File: config.mk
export PLATFORM = sky130hd
export DESIGN_NAME = step_logic
export DESIGN_NICKNAME = d
export VERILOG_FILES = /design/src/step_logic_pkg.sv /design/src/step_cfg_if.sv /design/src/step_unit.sv /design/src/step_logic.sv
export SDC_FILE = /design/constraint.sdc
export NUM_CORES = 2
export LEC_CHECK = 0
export BUFFER_PORTS_ARGS = -buffer_cell sky130_fd_sc_hd__buf_2
export CORE_AREA = 8 8 394 396
export CTS_CLUSTER_SIZE = 30
export DETAILED_ROUTE_END_ITERATION = 7
export DIE_AREA = 0 0 402 404
export PLACE_DENSITY_LB_ADDON = 0.12
export SLEW_MARGIN = 20
export SYNTH_ARGS = -nofsm -noshare
export SYNTH_HDL_FRONTEND = slang
export SYNTH_HIERARCHICAL = 1
export SYNTH_SLANG_ARGS = --single-unit
export TNS_END_PERCENT = 20
File: constraint.sdc
create_clock -name CLK_I -period 25.4 [get_ports CLK_I]
set_input_delay 0 -clock CLK_I [delete_from_list [all_inputs] [get_ports CLK_I]]
set_output_delay 0 -clock CLK_I [all_outputs]
set_load 0.01 [all_outputs]
File: src/step_logic_pkg.sv
// Package for the customizable step logic engine: parameter layout, codes and timing.
// Assumes a single 125 MHz processing clock and operator-written configuration ports.
package step_logic_pkg;

    // -------------------------------------------------------------------------
    // Geometry
    // -------------------------------------------------------------------------
    localparam int NUM_STEPS       = 10;
    localparam int NUM_ROUTED      = 5;
    localparam int PARAMS_PER_STEP = 5;
    localparam int NUM_TERMINALS   = 9;
    localparam int NUM_STATUS      = 8;
    localparam int CODE_W          = 16;
    localparam int TIMER_W         = 16;
    localparam int STEP_IDX_W      = 4;

    // -------------------------------------------------------------------------
    // Position of each setting inside a step's group of five
    // -------------------------------------------------------------------------
    localparam int PARAM_IN1   = 0;
    localparam int PARAM_IN2   = 1;
    localparam int PARAM_OP    = 2;
    localparam int PARAM_TMODE = 3;
    localparam int PARAM_TVAL  = 4;

    // -------------------------------------------------------------------------
    // Input select code bases; the "+1000" forms select the inverted signal
    // -------------------------------------------------------------------------
    localparam logic [CODE_W-1:0] SEL_STEP_BASE    = 16'd2001;
    localparam logic [CODE_W-1:0] SEL_STEP_NEG     = 16'd3001;
    localparam logic [CODE_W-1:0] SEL_TERM_BASE    = 16'd4001;
    localparam logic [CODE_W-1:0] SEL_TERM_NEG     = 16'd5001;
    localparam logic [CODE_W-1:0] SEL_STAT_BASE    = 16'd6000;
    localparam logic [CODE_W-1:0] SEL_STAT_NEG     = 16'd7000;
    localparam logic [CODE_W-1:0] SEL_TERM_FWD_OFS = 16'd9;
    localparam logic [CODE_W-1:0] SEL_TERM_GAP     = 16'd2;

    // -------------------------------------------------------------------------
    // Operation and timer codes
    // -------------------------------------------------------------------------
    localparam logic [3:0] OP_OFF     = 4'h0;
    localparam logic [3:0] OP_THROUGH = 4'h1;
    localparam logic [3:0] OP_AND     = 4'h2;
    localparam logic [3:0] OP_OR      = 4'h3;
    localparam logic [3:0] OP_XOR     = 4'h4;
    localparam logic [3:0] OP_SR      = 4'h5;
    localparam logic [3:0] OP_RISE    = 4'h6;
    localparam logic [3:0] OP_FALL    = 4'h7;
    localparam logic [3:0] OP_EDGE    = 4'h8;
    localparam logic [3:0] OP_HOLD    = 4'h9;
    localparam logic [3:0] OP_CNT     = 4'hA;
    localparam logic [3:0] OP_CNT_RST = 4'hB;
    localparam logic [3:0] OP_TOGGLE  = 4'hC;
    localparam int         NUM_OPS    = 13;

    localparam logic [2:0] TMR_NONE  = 3'h0;
    localparam logic [2:0] TMR_ON    = 3'h1;
    localparam logic [2:0] TMR_OFF   = 3'h2;
    localparam logic [2:0] TMR_PULSE = 3'h3;
    localparam logic [2:0] TMR_RETRIG = 3'h4;
    localparam int         NUM_TMRS  = 5;

    localparam logic MODE_ENABLE = 1'b1;

    // -------------------------------------------------------------------------
    // Timing: one sequence evaluation per 2 ms processing period
    // -------------------------------------------------------------------------
    localparam int CLK_HZ        = 125_000_000;
    localparam int PERIOD_US     = 2000;
    localparam int PERIOD_CYCLES = (CLK_HZ / 1_000_000) * PERIOD_US;

endpackage

File: src/step_cfg_if.sv
// Interface carrying one step's configuration and its previous result into the step unit.
// Assumes the top module selects the step to evaluate and owns the step state.
`timescale 1ns/1ns
`default_nettype none
interface step_cfg_if;
    import step_logic_pkg::*;
    logic [CODE_W-1:0]  in1_code;
    logic [CODE_W-1:0]  in2_code;
    logic [3:0]         op;
    logic [2:0]         tmode;
    logic [TIMER_W-1:0] tval;
    logic               a;
    logic               b;
    logic               prev_a;
    logic               prev_b;
    logic               logic_q;
    logic               out_q;
    logic [TIMER_W-1:0] tcnt;
    logic               logic_d;
    logic               out_d;
    logic [TIMER_W-1:0] tcnt_d;

    modport top  (output in1_code, in2_code, op, tmode, tval, a, b, prev_a, prev_b, logic_q, out_q, tcnt,
                  input logic_d, out_d, tcnt_d);
    modport unit (input in1_code, in2_code, op, tmode, tval, a, b, prev_a, prev_b, logic_q, out_q, tcnt,
                  output logic_d, out_d, tcnt_d);
endinterface
`default_nettype wire

File: src/step_unit.sv
// Combinational evaluation of one step: operation stage then timer stage.
// Assumes timer ticks once per processing period; the caller registers all results.
`timescale 1ns/1ns
`default_nettype none
module step_unit
    import step_logic_pkg::*;
(
    step_cfg_if.unit s
);
    logic raw;
    logic rise_a;
    logic fall_a;
    logic [TIMER_W-1:0] one;

    // -------------------------------------------------------------------------
    // Operation stage
    // -------------------------------------------------------------------------
    always_comb begin
        rise_a = s.a & ~s.prev_a;
        fall_a = ~s.a & s.prev_a;
        raw    = 1'b0;
        case (s.op)
            OP_OFF:     raw = 1'b0;
            OP_THROUGH: raw = s.a;
            OP_AND:     raw = s.a & s.b;
            OP_OR:      raw = s.a | s.b;
            OP_XOR:     raw = s.a ^ s.b;
            OP_SR:      raw = ~s.b & (s.a | s.logic_q);
            OP_RISE:    raw = rise_a;
            OP_FALL:    raw = fall_a;
            OP_EDGE:    raw = rise_a | fall_a;
            OP_HOLD:    raw = s.b ? s.a : s.logic_q;
            OP_CNT:     raw = s.logic_q | (rise_a & (s.tcnt + 16'h0001 >= s.tval));
            OP_CNT_RST: raw = ~s.b & (s.logic_q | (rise_a & (s.tcnt + 16'h0001 >= s.tval)));
            OP_TOGGLE:  raw = rise_a ? ~s.logic_q : s.logic_q;
            default:    raw = 1'b0;
        endcase
    end

    // -------------------------------------------------------------------------
    // Timer stage; counters reuse tcnt as the event count.
    // -------------------------------------------------------------------------
    always_comb begin
        one        = {{(TIMER_W-1){1'b0}}, 1'b1};
        s.logic_d  = raw;
        s.out_d    = raw;
        s.tcnt_d   = '0;
        if (s.op == OP_CNT || s.op == OP_CNT_RST) begin
            if (s.op == OP_CNT_RST && s.b)
                s.tcnt_d = '0;
            else if (rise_a && !s.logic_q)
                s.tcnt_d = s.tcnt + one;
            else
                s.tcnt_d = s.tcnt;
        end else begin
            case (s.tmode)
                TMR_ON: begin
                    s.tcnt_d = (raw && s.tcnt < s.tval) ? s.tcnt + one : (raw ? s.tcnt : '0);
                    s.out_d  = raw && (s.tcnt_d >= s.tval);
                end
                TMR_OFF: begin
                    s.tcnt_d = raw ? s.tval : ((s.tcnt != '0) ? s.tcnt - one : '0);
                    s.out_d  = raw || (s.tcnt_d != '0);
                end
                TMR_PULSE: begin
                    if (raw && !s.logic_q)
                        s.tcnt_d = s.tval;
                    else if (s.tcnt != '0)
                        s.tcnt_d = s.tcnt - one;
                    s.out_d = (raw && !s.logic_q && s.tval != '0) || (s.tcnt != '0 && s.tcnt_d != '0);
                end
                TMR_RETRIG: begin
                    if (raw && !s.logic_q)
                        s.tcnt_d = s.tval;
                    else if (s.tcnt != '0)
                        s.tcnt_d = s.tcnt - one;
                    s.out_d = s.tcnt_d != '0;
                end
                default: s.tcnt_d = '0;
            endcase
        end
    end
endmodule
`default_nettype wire

File: src/step_logic.sv
// Customizable step logic engine: ten configurable steps and five routed outputs.
// Assumes configuration ports are static between periods and inputs are synchronous.
`timescale 1ns/1ns
`default_nettype none
module step_logic
    import step_logic_pkg::*;
#(
    parameter int PERIOD = PERIOD_CYCLES
)(
    input  wire logic                                     CLK_I,
    input  wire logic                                     SRST_I,
    input  wire logic                                     LOGIC_MODE_SELECT_I,
    input  wire logic [NUM_STEPS*PARAMS_PER_STEP*CODE_W-1:0] STEP_SETTING_PARAMS_I,
    input  wire logic [NUM_ROUTED*STEP_IDX_W-1:0]         ROUTED_OUTPUT_SOURCE_SELECT_I,
    input  wire logic [NUM_ROUTED*CODE_W-1:0]             ROUTED_OUTPUT_FUNCTION_SELECT_I,
    input  wire logic [STEP_IDX_W-1:0]                    TIMER_MONITOR_STEP_SELECT_I,
    input  wire logic [NUM_TERMINALS-1:0]                 TERMINAL_INPUTS_I,
    input  wire logic [NUM_STATUS-1:0]                    DRIVE_STATUS_I,
    output logic      [NUM_STEPS-1:0]                     STEP_RESULTS_O,
    output logic      [NUM_ROUTED-1:0]                    ROUTED_OUTPUTS_O,
    output logic      [NUM_ROUTED*CODE_W-1:0]             ROUTED_FUNCTIONS_O,
    output logic      [TIMER_W-1:0]                       TIMER_MONITOR_O,
    output logic                                          PERIOD_DONE_O
);
    // -------------------------------------------------------------------------
    // State
    // -------------------------------------------------------------------------
    typedef enum logic [1:0] {ST_WAIT, ST_EVAL, ST_PUBLISH} phase_t;

    typedef struct packed {
        phase_t                             phase;
        logic [31:0]                        tick;
        logic [STEP_IDX_W-1:0]              idx;
        logic [NUM_STEPS-1:0]               res;
        logic [NUM_STEPS-1:0]               lq;
        logic [NUM_STEPS-1:0]               pa;
        logic [NUM_STEPS-1:0]               pb;
        logic [NUM_STEPS-1:0][TIMER_W-1:0]  tcnt;
        logic [NUM_STEPS-1:0]               res_o;
        logic [NUM_ROUTED-1:0]              rout_o;
        logic [NUM_ROUTED*CODE_W-1:0]       rfun_o;
        logic [TIMER_W-1:0]                 tmon_o;
        logic                               done_o;
    } state_t;

    state_t st_r;
    state_t st_nxt;

    step_cfg_if sc ();

    step_unit u_step (
        .s (sc.unit)
    );

    // Fetches one of the five settings of a step from the flat parameter bus.
    function automatic logic [CODE_W-1:0] param_of(input logic [STEP_IDX_W-1:0] k, input int p);
        return STEP_SETTING_PARAMS_I[(int'(k)*PARAMS_PER_STEP + p)*CODE_W +: CODE_W];
    endfunction

    // Resolves an input select code. The live result vector is used, so a step
    // earlier in this period is seen fresh and a later one from last period.
    function automatic logic pick(input logic [CODE_W-1:0] c, input logic [NUM_STEPS-1:0] r);
        logic [CODE_W-1:0] o;
        logic              v;
        logic              neg;
        v   = 1'b0;
        neg = 1'b0;
        o   = '0;
        if (c >= SEL_STEP_BASE && c < SEL_STEP_BASE + NUM_STEPS) begin
            o = c - SEL_STEP_BASE;
            v = r[o[STEP_IDX_W-1:0]];
        end else if (c >= SEL_STEP_NEG && c < SEL_STEP_NEG + NUM_STEPS) begin
            o   = c - SEL_STEP_NEG;
            v   = r[o[STEP_IDX_W-1:0]];
            neg = 1'b1;
        end else if (c >= SEL_TERM_BASE && c < SEL_TERM_BASE + SEL_TERM_FWD_OFS + SEL_TERM_GAP) begin
            o = c - SEL_TERM_BASE;
            if (o < 16'd7)
                v = TERMINAL_INPUTS_I[o[3:0]];
            else if (o >= SEL_TERM_FWD_OFS)
                v = TERMINAL_INPUTS_I[o[3:0] - 4'd2];
        end else if (c >= SEL_TERM_NEG && c < SEL_TERM_NEG + SEL_TERM_FWD_OFS + SEL_TERM_GAP) begin
            o   = c - SEL_TERM_NEG;
            neg = 1'b1;
            if (o < 16'd7)
                v = TERMINAL_INPUTS_I[o[3:0]];
            else if (o >= SEL_TERM_FWD_OFS)
                v = TERMINAL_INPUTS_I[o[3:0] - 4'd2];
            else
                neg = 1'b0;
        end else if (c >= SEL_STAT_BASE && c < SEL_STAT_BASE + NUM_STATUS) begin
            o = c - SEL_STAT_BASE;
            v = DRIVE_STATUS_I[o[2:0]];
        end else if (c >= SEL_STAT_NEG && c < SEL_STAT_NEG + NUM_STATUS) begin
            o   = c - SEL_STAT_NEG;
            v   = DRIVE_STATUS_I[o[2:0]];
            neg = 1'b1;
        end
        return v ^ neg;
    endfunction

    // -------------------------------------------------------------------------
    // Next-state logic
    // -------------------------------------------------------------------------
    always_comb begin
        st_nxt      = st_r;
        st_nxt.done_o = 1'b0;
        sc.in1_code = param_of(st_r.idx, PARAM_IN1);
        sc.in2_code = param_of(st_r.idx, PARAM_IN2);
        sc.op       = param_of(st_r.idx, PARAM_OP)[3:0];
        sc.tmode    = param_of(st_r.idx, PARAM_TMODE)[2:0];
        sc.tval     = param_of(st_r.idx, PARAM_TVAL)[TIMER_W-1:0];
        sc.a        = pick(sc.in1_code, st_r.res);
        sc.b        = pick(sc.in2_code, st_r.res);
        sc.prev_a   = st_r.pa[st_r.idx];
        sc.prev_b   = st_r.pb[st_r.idx];
        sc.logic_q  = st_r.lq[st_r.idx];
        sc.out_q    = st_r.res[st_r.idx];
        sc.tcnt     = st_r.tcnt[st_r.idx];

        if (st_r.tick + 32'd1 >= 32'(PERIOD))
            st_nxt.tick = '0;
        else
            st_nxt.tick = st_r.tick + 32'd1;

        if (LOGIC_MODE_SELECT_I != MODE_ENABLE) begin
            st_nxt.phase  = ST_WAIT;
            st_nxt.idx    = '0;
            st_nxt.res    = '0;
            st_nxt.lq     = '0;
            st_nxt.pa     = '0;
            st_nxt.pb     = '0;
            st_nxt.tcnt   = '0;
            st_nxt.res_o  = '0;
            st_nxt.rout_o = '0;
        end else begin
            case (st_r.phase)
                ST_WAIT: begin
                    if (st_r.tick == '0) begin
                        st_nxt.phase = ST_EVAL;
                        st_nxt.idx   = '0;
                    end
                end
                ST_EVAL: begin
                    st_nxt.res[st_r.idx]  = sc.out_d;
                    st_nxt.lq[st_r.idx]   = sc.logic_d;
                    st_nxt.pa[st_r.idx]   = sc.a;
                    st_nxt.pb[st_r.idx]   = sc.b;
                    st_nxt.tcnt[st_r.idx] = sc.tcnt_d;
                    if (st_r.idx == STEP_IDX_W'(NUM_STEPS - 1))
                        st_nxt.phase = ST_PUBLISH;
                    else
                        st_nxt.idx = st_r.idx + 1'b1;
                end
                ST_PUBLISH: begin
                    st_nxt.res_o  = st_r.res;
                    for (int i = 0; i < NUM_ROUTED; i++) begin
                        st_nxt.rout_o[i] = pick(SEL_STEP_BASE + 16'(ROUTED_OUTPUT_SOURCE_SELECT_I[i*STEP_IDX_W +: STEP_IDX_W]),
                                                st_r.res);
                    end
                    st_nxt.done_o = 1'b1;
                    st_nxt.phase  = ST_WAIT;
                end
                default: st_nxt.phase = ST_WAIT;
            endcase
        end
        st_nxt.rfun_o = ROUTED_OUTPUT_FUNCTION_SELECT_I;
        // Timers are cleared while disabled, so the monitor must read zero at once.
        if (LOGIC_MODE_SELECT_I == MODE_ENABLE && TIMER_MONITOR_STEP_SELECT_I < STEP_IDX_W'(NUM_STEPS))
            st_nxt.tmon_o = st_r.tcnt[TIMER_MONITOR_STEP_SELECT_I];
        else
            st_nxt.tmon_o = '0;
    end

    // -------------------------------------------------------------------------
    // Registers
    // -------------------------------------------------------------------------
    always_ff @(posedge CLK_I) begin
        if (SRST_I)
            st_r <= '0;
        else
            st_r <= st_nxt;
    end

    assign STEP_RESULTS_O     = st_r.res_o;
    assign ROUTED_OUTPUTS_O   = st_r.rout_o;
    assign ROUTED_FUNCTIONS_O = st_r.rfun_o;
    assign TIMER_MONITOR_O    = st_r.tmon_o;
    assign PERIOD_DONE_O      = st_r.done_o;
endmodule
`default_nettype wire

# After elaboration in Yosys (flattened, before gate mapping)
# Cells that the tools add are included.
# op_classes
addsub	69
n_mul	1
div_mod_pow	0
n_lt_le_gt_ge	176
n_eq_ne	22
n_shift	5
mux	299
bitwise_logic	24
n_reduce_logical	68
# op_table
cell	count
indexed part select 800 x 12 -> 16 bit	1
indexed part select 800 x 13 -> 16 bit	1
indexed part select 800 x 32 -> 16 bit	1
indexed part select 800 x 32 -> 3 bit	1
indexed part select 800 x 32 -> 4 bit	1
two-way mux 16 bit	15
>= comparator 16 x 4 -> 1 bit, second input constant	14
less-than comparator 16 x 3 -> 1 bit, second input constant	14
less-than comparator 4 x 5 -> 1 bit, second input constant	44
two-way mux 1 bit	209
>= comparator 12 x 13 -> 1 bit, second input constant	15
less-than comparator 12 x 13 -> 1 bit, second input constant	15
binary-select mux 1 bit (select 4 bit)	44
bitwise mux 160 bit	1
binary-select mux 16 bit (select 4 bit)	2
>= comparator 12 bit, second input constant	10
less-than comparator 12 bit, second input constant	10
>= comparator 16 x 13 -> 1 bit, second input constant	6
less-than comparator 16 x 13 -> 1 bit, second input constant	6
nonzero test 16 bit	5
subtractor 12 x 13 -> 14 bit, second input constant	5
subtractor 12 x 12 -> 13 bit, second input constant	5
demux 16 bit (select 4 bit)	1
>= comparator 16 x 12 -> 1 bit, second input constant	4
other kinds (59)	234
# word_totals
regBits	340
latchBits	0
ram_bits	0
rom_bits	0
inputBits	924
out_inout_bits	112
mem_count	0

# Logic depth before layout (Yosys ltp)
# depth
word_depth	28
depth_mapped	52
depth_no_buf	40

# Hierarchy
# Netlist, hierarchy kept.
# modules_own_cells
module	instances	cells_each	area_each_um2	seq_area_each_um2
step_logic	1	3831	33582.2	7006.7
step_unit	1	488	3244.4	0.0

# Worst setup path after synthesis
# OpenSTA, ideal clock, no wires.
# synth_timing
path_kind	flip-flop to flip-flop
from	register st_r[312] in the netlist's numbering
to	register st_r[302] in the netlist's numbering
setup_ps	132
arrival_time_ps	9660
required_time_ps	25268
slack_ps	15608
stages_incl_launch_ff	51
path_buffers	14
synth_period_minus_slack_ps	9792
path_cell_list	dfxtp_1 > buf_6 > buf_12 > inv_1 > buf_2 > buf_2 > buf_2 > buf_1 > clkbuf_1 > ha_1 > buf_4 > inv_2 > nand2_1 > buf_2 > o22ai_1 > nor4_1 > o311a_1 > or2_1 > [15 not listed] > a211oi_1 > o21ai_0 > nand3b_1 > nor3_1 > clkbuf_1 > clkbuf_1 > nor2_1 > ha_1 > a21o_1 > a21oi_1 > nor2b_1 > o21ai_0 > o211ai_1 > o21ai_0 > o211ai_1 > clkbuf_1 > nand2_1 > a21oi_1
# synth_between
word_cells_on_any_way	216
# synth_lines
element	line_no	text
start, declared	step_logic.sv:46	state_t st_r;
start signal, assigned	step_logic.sv:182	st_r <= st_nxt;
multiplier 4 x 3 -> 7 bit (*)	step_logic.sv:57	return STEP_SETTING_PARAMS_I[(int'(k)*PARAMS_PER_STEP + p)*CODE_W +: CODE_W];
adder 28 x 2 -> 28 bit (*)	step_logic.sv:57	
indexed part select 800 x 32 -> 16 bit (*)	step_logic.sv:57	
subtractor 16 x 13 -> 16 bit	step_logic.sv:83	o = c - SEL_TERM_NEG;
subtractor 4 x 2 -> 4 bit	step_logic.sv:88	v = TERMINAL_INPUTS_I[o[3:0] - 4'd2];
binary-select mux 1 bit (select 4 bit)	step_logic.sv:88	
two-way mux 1 bit (not written as such)	step_logic.sv:88	
two-way mux 1 bit	step_logic.sv:87	else if (o >= SEL_TERM_FWD_OFS)
[6 not listed]	--	
named net sc.b	step_cfg_if.sv:13	logic b;
NOT 1 bit	step_unit.sv:28, step_unit.sv:34	
bitwise AND 1 bit (on tied branches)	step_unit.sv:34, step_unit.sv:28	
case mux 1 bit (12 select lines) (*)	step_unit.sv:22	case (s.op)
parallel branches: the longest is 8 deep, another holds >= comparator 16 bit	--	
two-way mux 1 bit (*)	step_unit.sv:48	if (s.op == OP_CNT || s.op == OP_CNT_RST) begin
named net sc.out_d	step_cfg_if.sv:20	logic out_d;
bitwise mux 10 bit (*)	step_logic.sv:145	st_nxt.res[st_r.idx] = sc.out_d;
# Mark *: on every way through the listed nets, which the timed path passes. The select of a mux whose other input is x is not followed.
# A chain may end at the register's enable or synchronous reset.

# Worst setup path in the final report
# layout_timing
from	register st_r[313] in the netlist's numbering
to	register st_r[306] in the netlist's numbering
# layout_between
word_cells_on_any_way	216
# layout_lines
element	line_no	text
multiplier 4 x 3 -> 7 bit (*)	step_logic.sv:57	
adder 28 x 2 -> 28 bit (*)	step_logic.sv:57	
indexed part select 800 x 32 -> 16 bit (*)	step_logic.sv:57	
subtractor 16 x 13 -> 16 bit	step_logic.sv:83	
subtractor 4 x 2 -> 4 bit	step_logic.sv:88	
binary-select mux 1 bit (select 4 bit)	step_logic.sv:88	
two-way mux 1 bit (not written as such)	step_logic.sv:88	
two-way mux 1 bit	step_logic.sv:87	
[6 not listed]	--	
named net sc.b	step_cfg_if.sv:13	
NOT 1 bit	step_unit.sv:28, step_unit.sv:34	
bitwise AND 1 bit (on tied branches)	step_unit.sv:34, step_unit.sv:28	
case mux 1 bit (12 select lines) (*)	step_unit.sv:22	
named net sc.logic_d	step_cfg_if.sv:19	logic logic_d;
parallel branches: the longest is 8 deep, another holds >= comparator 16 bit	--	
two-way mux 1 bit (*)	step_unit.sv:48	
named net sc.out_d	step_cfg_if.sv:20	
bitwise mux 10 bit (*)	step_logic.sv:145	
# Marked as above.

==> results by stage <==
Pwr:
- For this design the static power due to leakage is 16.52 nW.
- The total power density per cell area is 34.03 nW/um^2.
- The maximum vdd drop is about 0.000045 V.

Final layout:
- The library cell used most frequently in the layout, excluding fill and tap cells, is buf_2.
- Counting the fill cells in the layout gives approximately 16000.
- In the layout the commonest cells are 1035 x buf_2, 644 x nand2_1, 336 x dfxtp_1, 327 x a21oi_1, 320 x mux2i_1.
- The layout-stage area growth over the synthesis result is 23.67%.
- In the final layout, the share of cells above drive strength 1 is 33.42%.
- At the end of the flow, the number of nets in the layout was 6104.

Die:
- The width of the die is 402 um.
- The die is 404 um tall.
- The placeable core region is about 150000 sq um.
- The full die area is 162400 sq um.
- The starting density of the core is 24.39%.
- The standard-cell row count is 142.
- The number of primary I/O pins is 1036.

Detailed routing:
- The number of design-rule violations left by the first detailed-router iteration is about 4300.
- The average routed wire per standard cell is between 30 and 40 um.
- After detailed routing, the number of vias per cell comes to 5.716.
- The routed design has ~250 mm of wire.
- The count of nets left with antenna violations once routing finished came out at 0.
- The first-pass iteration count of the detailed router is 7.
- The detailed router placed 40640 vias in this run.
- The number of remaining DRC errors is 0.

Place:
- Summed over all nets, the half-perimeter wirelength after detailed placement is 202.9 mm.
- Input and output buffers added on the ports amount to 1035.
- The worst setup slack after placement is 13.92 ns.
- Routability-driven placement finished with a final weighted congestion of 1.020.

Global routing:
- The total overflow left after global routing is 0.
- The number of antenna violations at the first check in global routing came to ~80.
- The first-pass GRT wire length is 339.2 mm.
- The maximum number of pins on one net before global-route repair is 121.
- Global routing consumed, over all layers together, 29.26% of the routing resources.
- The number of global-route vias before repair is around 40000.

Timing:
- Static timing analysis puts the maximum clock frequency at 85.13 MHz.
- The final count of pins violating max slew came to 0.
- The worst slew margin relative to its limit is about an eighth.
- Between clock sinks in the finished design, the worst skew comes to 0.04924 ns.
- The final critical path time including I/O delays and setup is 11.75 ns.
- The number of failing hold endpoints at the final stage is 0.
- The final period utilization is a little under half.
- The worst path meets setup with 13.65 ns of slack.
- The measured slew at the worst slew-check pin is 1.275 ns.
- Setup repair after global routing left no endpoint under its margin.
- The post-route setup TNS is 0 ns.
- The total setup violations reported at the end of the flow is 0.

Clock tree:
- The H-tree was split into 2 levels.
- Clock-pin slew was measured on the worst setup and hold paths at 0.06 ns.
- The buffer type at the clock tree root is clkbuf_16.
- The clock latency on the worst-skew pair is a little over 0.6 ns.
- The number of buffers created by CTS is 42.
- TritonCTS built the clock tree.
- The clock drives 340 sinks.
- The longest clock path from root to sink contains 3 buffers.

Worst setup path:
- The data required time of the critical path is about 26 ns.
- The capture point of the critical path is st_r[306].
- The capturing point of the worst reg2reg path is st_r[306].
- The worst register-to-register path has a depth of 40.
- The worst setup path startpoint is st_r[313].
- The slowest stage of the critical path belongs to the cell o2111a_1.
- The largest fanout of any net on the critical path is 105.
- STA classifies the critical path startpoint as a register.
- The highest cell delay on the worst timing path is around 0.77 ns.
- At the worst endpoint, the arrival time is 12.18 ns.
- The reg2reg setup slack is 13.65 ns.
- The critical setup path kind is reg -> reg.
- The worst setup path is captured at a register.
- The worst register-to-register path begins at st_r[313].

Status:
- The run finished with clean final reports.

Synth:
- In this run the mean area of a mapped cell was 8.509 sq um.
- In the synthesized netlist, the number of instances is 4268.
- The total number of yosys warnings is 6.
- After synthesis the cells add up to between 30000 and 40000 sq um.

Flow run:
- Max-cap violations in this run came to 0.

Min path:
- The worst hold path class is in -> reg.
final cells by class:
class / count / area, sq um / area share, %
Multi-Input combinational cell: 3363 / 26680 / 59.41
Timing Repair Buffer: 1249 / 7087 / 15.78
Sequential cell: 340 / 6822 / 15.19
Tap cell: 1944 / 2432 / 5.416
Clock buffer: 59 / 1196 / 2.663
Inverter: 86 / 325.3 / 0.7243
Clock inverter: 16 / 231.5 / 0.5154
Antenna cell: 54 / 135.1 / 0.3009
worst max-delay path, delay by kind of cell (launching register included):
kind | cells | cell delay (ns)
DFF | 1 | 0.70
adders and majority gates | 4 | 1.50
xor gates and xnor gates | 1 | 0.21
and+or+nand+nor | 11 | 2.91
AOI/OAI and AO/OA | 17 | 4.09
buffers and inverters | 7 | 2.05
sequential cells by signal, summed over array words and instances (netlist names):
name	cells
st_r	228
TIMER_MONITOR_O	16
ROUTED_OUTPUTS_O	5
PERIOD_DONE_O	1
ROUTED_FUNCTIONS_O	80
STEP_RESULTS_O	10
metrics by stage:
stage               cell area (sq um)  total power [mW]  util, %  hold WS, ns  instances
floorplan                       36370            0.7033        -       0.1282       4281
global placement                42380            0.8953    28.46       0.2052       6887
detailed placement              42380            0.8923    28.46       0.2117       6887
CTS                             44760             1.541    30.06      0.04724       7057
global route                    44880             1.587    30.14      0.07010       7097
finish                          44910             1.528    30.17      0.05818       7111
worst min-delay path by stage:
stage | to | slack [ns] | cells after the start | startpoint
after floorplan | ROUTED_FUNCTIONS_O[0] | 0.13 | 1 | ROUTED_OUTPUT_FUNCTION_SELECT_I[0]
after global placement | ROUTED_FUNCTIONS_O[67] | 0.21 | 2 | ROUTED_OUTPUT_FUNCTION_SELECT_I[67]
after detailed placement | ROUTED_FUNCTIONS_O[76] | 0.21 | 2 | ROUTED_OUTPUT_FUNCTION_SELECT_I[76]
after CTS | TIMER_MONITOR_O[8] | 0.05 | 3 | TIMER_MONITOR_STEP_SELECT_I[3]
after global routing | TIMER_MONITOR_O[8] | 0.07 | 3 | TIMER_MONITOR_STEP_SELECT_I[3]
final | TIMER_MONITOR_O[8] | 0.06 | 3 | TIMER_MONITOR_STEP_SELECT_I[3]
timing repair:
action | 4_1_cts | 5_1_grt
hold endpoints to repair | 102 | 0
setup buffers | 0 | 0
resized for setup | 0 | 0
hold buffers | 95 | 0
power by group:
group	switching (mW)	total, mW	internal (mW)
logic	0.215	0.360	0.145
registers	0.00243	0.543	0.541
clock network	0.262	0.625	0.363
per-layer routing:
metal	track usage, %	wire length [um]
met1	36.03	99950
met2	45.82	113000
met3	10.82	27610
met4	12.78	11720
met5	0	302
Power figures use the tool's default switching activity.
